## src/verilog/axd_map.vh

```
`ifndef AXD_MAP_VH
`define AXD_MAP_VH

// sense sample width from the front-end converter
`define AXD_SW            12
// offset added to the held sample, in sense lsbs
`define AXD_OFFSET        12'h010
// sampling interval, in ns
`define AXD_TSAMPLE_NS    1000
// detection and discharge phase length, in ms
`define AXD_PHASE_MS      32
`define AXD_CLK_MHZ       250
// cycles per sample interval: 1000 ns at 250 MHz
`define AXD_SAMPLE_CYC    16'h00fa
// cycles per phase: 32 ms at 250 MHz
`define AXD_PHASE_CYC     24'h7a1200
// floor below which the startup source can no longer sink current
`define AXD_FLOOR         12'h040
`define AXD_TW            24
`define AXD_ST_DETECT     1'b0
`define AXD_ST_DISCH      1'b1

`endif

```

## src/verilog/axd_sync.v

```verilog
`timescale 1ns/1ps
`default_nettype none
`include "axd_map.vh"
module axd_sync (
  input  wire                  clk,
  input  wire                  arst_n,
  input  wire [`AXD_SW-1:0]    din,
  output wire [`AXD_SW-1:0]    dout
);
  reg [`AXD_SW-1:0] s1_q;
  reg [`AXD_SW-1:0] s2_q;

  // a multi-bit word from the converter is assumed stable between strobes
  always @(posedge clk or negedge arst_n) begin
    if (!arst_n) begin
      s1_q <= {`AXD_SW{1'b0}};
      s2_q <= {`AXD_SW{1'b0}};
    end else begin
      s1_q <= din;
      s2_q <= s1_q;
    end
  end
  assign dout = s2_q;
endmodule
`default_nettype wire

```

## src/verilog/axd_slope.v

```verilog
`timescale 1ns/1ps
`default_nettype none
`include "axd_map.vh"
module axd_slope (
  input  wire                  clk,
  input  wire                  arst_n,
  input  wire [`AXD_SW-1:0]    sample,
  output reg                   cmp_q
);
  localparam [15:0] SAMPLE_CYC = `AXD_SAMPLE_CYC;

  reg [15:0]        tick_q;
  reg [`AXD_SW-1:0] hold_q;
  reg [`AXD_SW:0]   sum;

  always @* begin
    sum = {1'b0, hold_q} + {1'b0, `AXD_OFFSET};
  end

  always @(posedge clk or negedge arst_n) begin
    if (!arst_n) begin
      tick_q <= 16'h0000;
      hold_q <= {`AXD_SW{1'b1}};
      cmp_q  <= 1'b0;
    end else begin
      // no hysteresis: resolution comes from interval and offset only
      if (tick_q >= SAMPLE_CYC - 16'h0001) begin
        tick_q <= 16'h0000;
        hold_q <= sample;
      end else begin
        tick_q <= tick_q + 16'h0001;
      end
      // only a rise above held+offset drives the output high
      cmp_q <= ({1'b0, sample} > sum);
    end
  end
endmodule
`default_nettype wire

```

## src/verilog/axd_x2_discharge.v

```verilog
// What this block does
// keep a delayed held sample and compare it with the live sample
// add fixed offset to held sample as comparator reference
// sampling interval and offset set the slope resolution
// comparator crossing restarts timer and drops the dc flag
// timer cleared on both rising and falling comparator edges
// timer expiry with no edge means only dc is present
// pulses mean rising slope; steady low means slow or falling
// discharge stays armed in every controller mode
// the same timer bounds each discharge phase
// discharge repeats until line returns or sense drops below floor
// 32 ms detection alternates with 32 ms discharge
// discharge phase turns on the startup current source
// dc at end of detection enters discharge if sense is at or above floor, then back with cleared timer
`timescale 1ns/1ps
`default_nettype none
`include "axd_map.vh"
module axd_x2_discharge #(
  parameter [`AXD_TW-1:0] PHASE_CYC = `AXD_PHASE_CYC
) (
  input  wire                  CLK,
  input  wire                  ARST_N,
  input  wire [`AXD_SW-1:0]    LINE_SENSE_PIN,
  output wire                  SLOPE_COMPARE_OUT,
  output wire                  DC_PRESENT_FLAG,
  output wire                  DISCHARGE_CURRENT,
  output wire                  DISCHARGE_PHASE
);
  //////////////////////////////////////////////////////////////////////////
  // sequencer states
  localparam [0:0]         ST_DETECT = 1'b0;
  localparam [0:0]         ST_DISCH  = 1'b1;

  // timer constants at full timer width
  localparam [`AXD_TW-1:0] T_ZERO    = {`AXD_TW{1'b0}};
  localparam [`AXD_TW-1:0] T_ONE     = {{(`AXD_TW-1){1'b0}}, 1'b1};

  //////////////////////////////////////////////////////////////////////////
  // next count of the shared phase timer
  function [`AXD_TW-1:0] f_bump;
    input [`AXD_TW-1:0] cnt;
    begin
      f_bump = cnt + T_ONE;
    end
  endfunction

  // timer stands on the last cycle of a phase
  function f_done;
    input [`AXD_TW-1:0] cnt;
    input [`AXD_TW-1:0] limit;
    begin
      f_done = (cnt >= limit - T_ONE);
    end
  endfunction

  // any change of the comparator, rising or falling
  function f_toggle;
    input now;
    input was;
    begin
      f_toggle = now ^ was;
    end
  endfunction

  // startup source still able to sink current
  function f_floor_ok;
    input [`AXD_SW-1:0] level;
    begin
      f_floor_ok = (level >= `AXD_FLOOR);
    end
  endfunction

  //////////////////////////////////////////////////////////////////////////
  wire [`AXD_SW-1:0] sense;
  wire               cmp;

  axd_sync u_sync (
    .clk    (CLK),
    .arst_n (ARST_N),
    .din    (LINE_SENSE_PIN),
    .dout   (sense)
  );

  axd_slope u_slope (
    .clk    (CLK),
    .arst_n (ARST_N),
    .sample (sense),
    .cmp_q  (cmp)
  );

  //////////////////////////////////////////////////////////////////////////
  reg                cmp_d1_q;
  reg                cmp_d1_d;
  reg [`AXD_TW-1:0]  timer_q;
  reg [`AXD_TW-1:0]  timer_d;
  reg                state_q;
  reg                state_d;
  reg                dc_q;
  reg                dc_d;
  reg                dis_q;
  reg                dis_d;
  wire               edge_seen;
  wire               expired;
  wire               above_floor;
  wire               enter_disch;
  wire               leave_disch;

  assign edge_seen   = f_toggle(cmp, cmp_d1_q);
  assign expired     = f_done(timer_q, PHASE_CYC);
  assign above_floor = f_floor_ok(sense);
  // an edge in the very cycle of expiry wins: the line is back
  assign enter_disch = ~edge_seen & expired & above_floor;
  // line return seen mid-burst ends it early to avoid heating
  assign leave_disch = edge_seen | ~above_floor | expired;

  //////////////////////////////////////////////////////////////////////////
  always @* begin
    cmp_d1_d = cmp;
  end

  // one timer serves both phases, cleared at every phase boundary
  always @* begin
    timer_d = timer_q;
    case (state_q)
      ST_DETECT: begin
        if (edge_seen) begin
          timer_d = T_ZERO;
        end else if (expired) begin
          timer_d = T_ZERO;
        end else begin
          timer_d = f_bump(timer_q);
        end
      end

      ST_DISCH: begin
        if (leave_disch) begin
          timer_d = T_ZERO;
        end else begin
          timer_d = f_bump(timer_q);
        end
      end

      default: begin
        timer_d = T_ZERO;
      end
    endcase
  end

  always @* begin
    state_d = state_q;
    case (state_q)
      ST_DETECT: begin
        if (enter_disch) begin
          state_d = ST_DISCH;
        end else begin
          state_d = ST_DETECT;
        end
      end

      ST_DISCH: begin
        if (leave_disch) begin
          state_d = ST_DETECT;
        end else begin
          state_d = ST_DISCH;
        end
      end

      default: begin
        state_d = ST_DETECT;
      end
    endcase
  end

  // below the floor the flag is still set, only the burst is skipped
  always @* begin
    dc_d = dc_q;
    case (state_q)
      ST_DETECT: begin
        if (edge_seen) begin
          dc_d = 1'b0;
        end else if (expired) begin
          dc_d = 1'b1;
        end else begin
          dc_d = dc_q;
        end
      end

      ST_DISCH: begin
        if (edge_seen) begin
          dc_d = 1'b0;
        end else begin
          dc_d = dc_q;
        end
      end

      default: begin
        dc_d = dc_q;
      end
    endcase
  end

  always @* begin
    dis_d = 1'b0;
    case (state_q)
      ST_DETECT: begin
        if (enter_disch) begin
          dis_d = 1'b1;
        end else begin
          dis_d = 1'b0;
        end
      end

      ST_DISCH: begin
        if (leave_disch) begin
          dis_d = 1'b0;
        end else begin
          dis_d = 1'b1;
        end
      end

      default: begin
        dis_d = 1'b0;
      end
    endcase
  end

  //////////////////////////////////////////////////////////////////////////
  // reset value matches the idle comparator, so no false edge
  always @(posedge CLK or negedge ARST_N) begin
    if (!ARST_N) begin
      cmp_d1_q <= 1'b0;
    end else begin
      cmp_d1_q <= cmp_d1_d;
    end
  end

  always @(posedge CLK or negedge ARST_N) begin
    if (!ARST_N) begin
      timer_q <= T_ZERO;
    end else begin
      timer_q <= timer_d;
    end
  end

  // no mode input at all: unplug handling cannot be masked off
  always @(posedge CLK or negedge ARST_N) begin
    if (!ARST_N) begin
      state_q <= ST_DETECT;
    end else begin
      state_q <= state_d;
    end
  end

  always @(posedge CLK or negedge ARST_N) begin
    if (!ARST_N) begin
      dc_q <= 1'b0;
    end else begin
      dc_q <= dc_d;
    end
  end

  always @(posedge CLK or negedge ARST_N) begin
    if (!ARST_N) begin
      dis_q <= 1'b0;
    end else begin
      dis_q <= dis_d;
    end
  end

  //////////////////////////////////////////////////////////////////////////
  assign SLOPE_COMPARE_OUT = cmp;
  assign DC_PRESENT_FLAG   = dc_q;
  assign DISCHARGE_CURRENT = dis_q;
  assign DISCHARGE_PHASE   = state_q;
endmodule
`default_nettype wire

```

## config.mk

```make
export PLATFORM = sky130hd
export DESIGN_NAME = axd_x2_discharge
export DESIGN_NICKNAME = d
export VERILOG_FILES = /design/src/verilog/axd_sync.v /design/src/verilog/axd_slope.v /design/src/verilog/axd_x2_discharge.v
export VERILOG_INCLUDE_DIRS = /design/src /design/src/verilog
export SDC_FILE = /design/constraint.sdc
export NUM_CORES = 1
export LEC_CHECK = 0
export ABC_AREA = 1
export BUFFER_PORTS_ARGS = -buffer_cell sky130_fd_sc_hd__buf_2
export CORE_MARGIN = 3
export CORE_UTILIZATION = 30
export CTS_CLUSTER_SIZE = 25
export DETAILED_ROUTE_END_ITERATION = 6
export PLACE_DENSITY_LB_ADDON = 0.05
export SLEW_MARGIN = 5
export SYNTH_ARGS = -nofsm -noshare
export SYNTH_HDL_FRONTEND = slang
export SYNTH_SLANG_ARGS = --single-unit
```

## constraint.sdc

```tcl
create_clock -name CLK -period 4.26 [get_ports CLK]
set_input_delay 0.852 -clock CLK [delete_from_list [all_inputs] [get_ports CLK]]
set_output_delay 0.852 -clock CLK [all_outputs]
set_load 0.02 [all_outputs]
```

==> impl_summary.md <==
Clock tree
TritonCTS built the clock tree. The clock passes through at most 2 buffers. The maximum level of the CTS H-tree is 3. After clock tree synthesis, the repair step resized 0 gates. The number of buffers created by CTS is 9. The root buffer cell chosen for the clock tree is clkbuf_16. The number of clock sinks seen by CTS is 80. The post-CTS setup-driven buffer insertion count is 0. The clock reaches the later pin of the worst-skew pair after around 0.34 ns. Clock-pin slew was measured on the worst setup and hold paths at 0.06 ns. The number of hold buffers added after CTS was 0.

Timing
The setup clock skew after layout is between 0.005 and 0.006 ns. The post-route clock period utilization is 49.0%. The total negative slack is 0 ns. The clock period minus final worst setup slack is 2.09 ns. The number of slew-limit violations in the final report is 0. Derived from the worst setup path, the maximum achievable clock frequency is approximately 480 MHz. The transition time at the pin with the least slew margin is 0.780 ns. Setup repair after global routing left no endpoint under its margin. Setup violations remaining at the end of the flow were counted as 0.

The final count of hold timing violations is 0. Headroom to the max-slew limit came out at 48.0%.

Cells and area
From synthesis to final layout, the design area changed by 14.5%. 0 antenna diodes ended up in the layout. The number of nets in the final layout is 456. The layout cell share with drive strength beyond 1 is 14.4%.

Pwr
The sequential power share is 48.5%. Summed over all nets, the switching power comes to 436 uW. IR analysis of the VDD net gives a maximum drop of ~180 uV.

The overall power is about 1.7 mW. The relative contribution of combinational cells to total power is 8.3%. The static leakage power is 1.93 nW. The clock network is responsible for ~43% of the overall power.

Net switching is 25.7% of the power. The power density over the cells is 402 mW/mm^2. Cell internal power was estimated by the tool at about 1.3 mW.

Global route
The global-route usage over all layers is 12.1%. The via count of the first global-routing pass was 2543. The maximum number of pins on one net before global-route repair is slightly above 60. After global routing the overflow that remains totals 0. The number of antenna violations at the first check in global routing was 0.

The first global-routing pass estimated 12600 um of wire.

Floorplan
The floorplan step set the die width to 117 um. Row generation in the floorplan step produced 39 rows. The area inside the core boundary is 0.0117 mm^2. The number of I/O pins is 18. The die area is between 0.01 and 0.015 mm^2. The initial standard-cell utilization of the core is a little under a third. The floorplan step set the die height to between 100 and 150 um.

Drt
The via count is 2471. The DRC violation total after the first TritonRoute iteration is 89. For this block, the routed nets add up to roughly 7000 um of wire. The remaining design rule violation count is 0.

The count of TritonRoute iterations in the first routing pass is 4. The antenna violation net count after detailed routing is 0. The ratio of routed vias to standard cells is roughly 4.3.

After detailed routing, the average wire length per cell comes to 12.3 um.

Synthesis
The number of storage elements in the synthesis netlist is 80. For this run, the number of Yosys warnings is 0. The mapped netlist covers 0.00368 mm^2. Synthesis produced slightly below 400 cells. In this run the mean area of a mapped cell was 9.37 um^2. The count of flip-flops with a built-in enable after synthesis is 0. After synthesis, the netlist uses 31 different library cells. Summing the sequential cell areas from Yosys gives a little over half of the chip area. For this run, asynchronously set or reset flops after synthesis account for 100%.

The top flip-flop cell by instance count after synthesis is dfrtp_1.

Setup path
For the worst setup path, the data required time is 4.53 ns. STA classifies the critical path endpoint as a register. The arrival time of data at the critical path endpoint is 2.35 ns. The worst register-to-register path has a depth of 11. The origin of the critical flop-to-flop path is u_slope.hold_q[4]. The timing endpoint of the critical path is u_slope.cmp_q. Setup slack on the worst reg-to-reg path comes out at 2.17 ns. The startpoint type of the worst setup path is a register. Along the worst path, the maximum fanout reaches 4. By startpoint and endpoint, the worst setup path is classified as reg2reg. The worst flop-to-flop path endpoint is u_slope.cmp_q. The launch point of the critical path is u_slope.hold_q[4].

Min path
The path category of the worst min-delay check is reg2reg.

Placed design
The detailed-placement wirelength estimate is 4920 um. At the end of routability-driven placement, the weighted congestion stood at 0.760. Port buffering added 17 buffers.

Run status
The flow ran to the end, and the final reports show no timing, DRC or antenna violations.

Run
Across the run, the number of max-cap violations was 0.
[placed cells by master (no fill, tap or decap), types with 2 or more instances in the layout]
cell and count:
buf_2 16, clkinv_2 2, nor2_1 58, xor2_1 16, buf_4 2, nand2_2 2
ha_1 17, xnor2_1 6, nand4_1 5, nor3b_1 4, nor2_2 6, dfrtp_1 68
o21ai_0 11, inv_1 43, clkinvlp_4 2, conb_1 9, dfstp_2 12, a21oi_1 12
nor3_1 10, nand2_1 79, nand3_1 26, clkbuf_16 9, inv_6 2
[power groups by stage]
stage               clock [mW]  sequential, mW  combinational, mW
CTS                      0.767           0.824              0.146
global route             0.795           0.828              0.168
finish                   0.732           0.823              0.140
floorplan                    0           0.838             0.0984
detailed placement           0           0.837              0.145
global placement             0           0.837              0.145
[sequential cells by signal, indices dropped and copies added (netlist names)]
register           cells
DC_PRESENT_FLAG        1
DISCHARGE_CURRENT      1
cmp_d1_q               1
timer_q               24
u_slope.cmp_q          1
u_slope.hold_q        12
u_slope.tick_q        16
u_sync.dout           12
u_sync.s1_q           12
[synthesized netlist by cell type, types with 5 or more instances]
| library cell | n | share of area, % |
|---|---|---|
| nor2_1 | 58 | 5.9 |
| nand2_1 | 79 | 8.1 |
| inv_1 | 43 | 4.4 |
| dfstp_2 | 12 | 8.6 |
| o21ai_0 | 11 | 1.5 |
| dfrtp_1 | 68 | 46 |
| nand4_1 | 5 | 0.85 |
| a21oi_1 | 12 | 1.6 |
| ha_1 | 17 | 5.8 |
| xor2_1 | 16 | 3.8 |
| nor2_2 | 6 | 1.0 |
| nand3_1 | 26 | 3.5 |
| xnor2_1 | 6 | 1.4 |
| nor3_1 | 10 | 1.4 |
[per-stage QoR]
step                      utilization (%)  area [um^2]  instances  worst slack [ns]  hold WS (ns)
after CTS                            36.0         4220        573              2.17         0.349
after global routing                 36.0         4220        573              1.93         0.354
final                                36.0         4220        573              2.17         0.347
after global placement               33.6         3930        557              2.22         0.334
after floorplan                         -         3710        401              2.35         0.331
after detailed placement             33.6         3930        557              2.19         0.335
[cell families (layout without fill, tap and decap cells)]
kind of cell,Yosys count,count (layout),synth area share [%]
adder cells (fa/ha/maj),17,17,5.78
AO/OA/AOI/OAI,27,27,4.08
XOR/XNOR,22,22,5.23
AND/OR/NAND/NOR,198,198,24.2
other,1,9,0.102
buffers and inverters,48,77,5.81
flip-flops,80,80,54.8
[critical path, cell delays in order, from the launching register on]
cell and delay [ns]:
dfstp_2 0.56, ha_1 0.19, nand3_1 0.12, nor2_1 0.20, xor2_1 0.10, ha_1 0.30
nand3_1 0.09, nor2_1 0.10, nand2_1 0.08, nor2_1 0.08, nand2_1 0.05, a21oi_1 0.13
[cell type report]
type	count	area (um^2)
well taps	143	179
inverters	43	161
clock inverters	6	42.5
flip-flops and latches	80	2020
multi-input cells	273	1480
repair buffers	18	95.1
clock buffers	10	239
fillers	1211	7500
[worst min-delay path by stage]
stage                               from        endpoint  slack, ns  cells past startpoint
final                     u_sync.s1_q[6]  u_sync.dout[6]       0.35                      0
after floorplan           u_sync.s1_q[0]  u_sync.dout[0]       0.33                      0
after CTS                 u_sync.s1_q[0]  u_sync.dout[0]       0.35                      0
after detailed placement  u_sync.s1_q[0]  u_sync.dout[0]       0.33                      0
after global routing      u_sync.s1_q[0]  u_sync.dout[0]       0.35                      0
after global placement    u_sync.s1_q[1]  u_sync.dout[1]       0.33                      0
[per-layer routing]
layer / vias up / share of wire, % / track usage (%)
met3: 11 / 3.5 / 3.86
met5: - / 0 / 0
met4: 0 / 2.2 / 5.50
met1: 1132 / 54 / 17.3
met2: 26 / 41 / 16.7
li1: 1302 / - / -
Power figures use the tool's default switching activity.
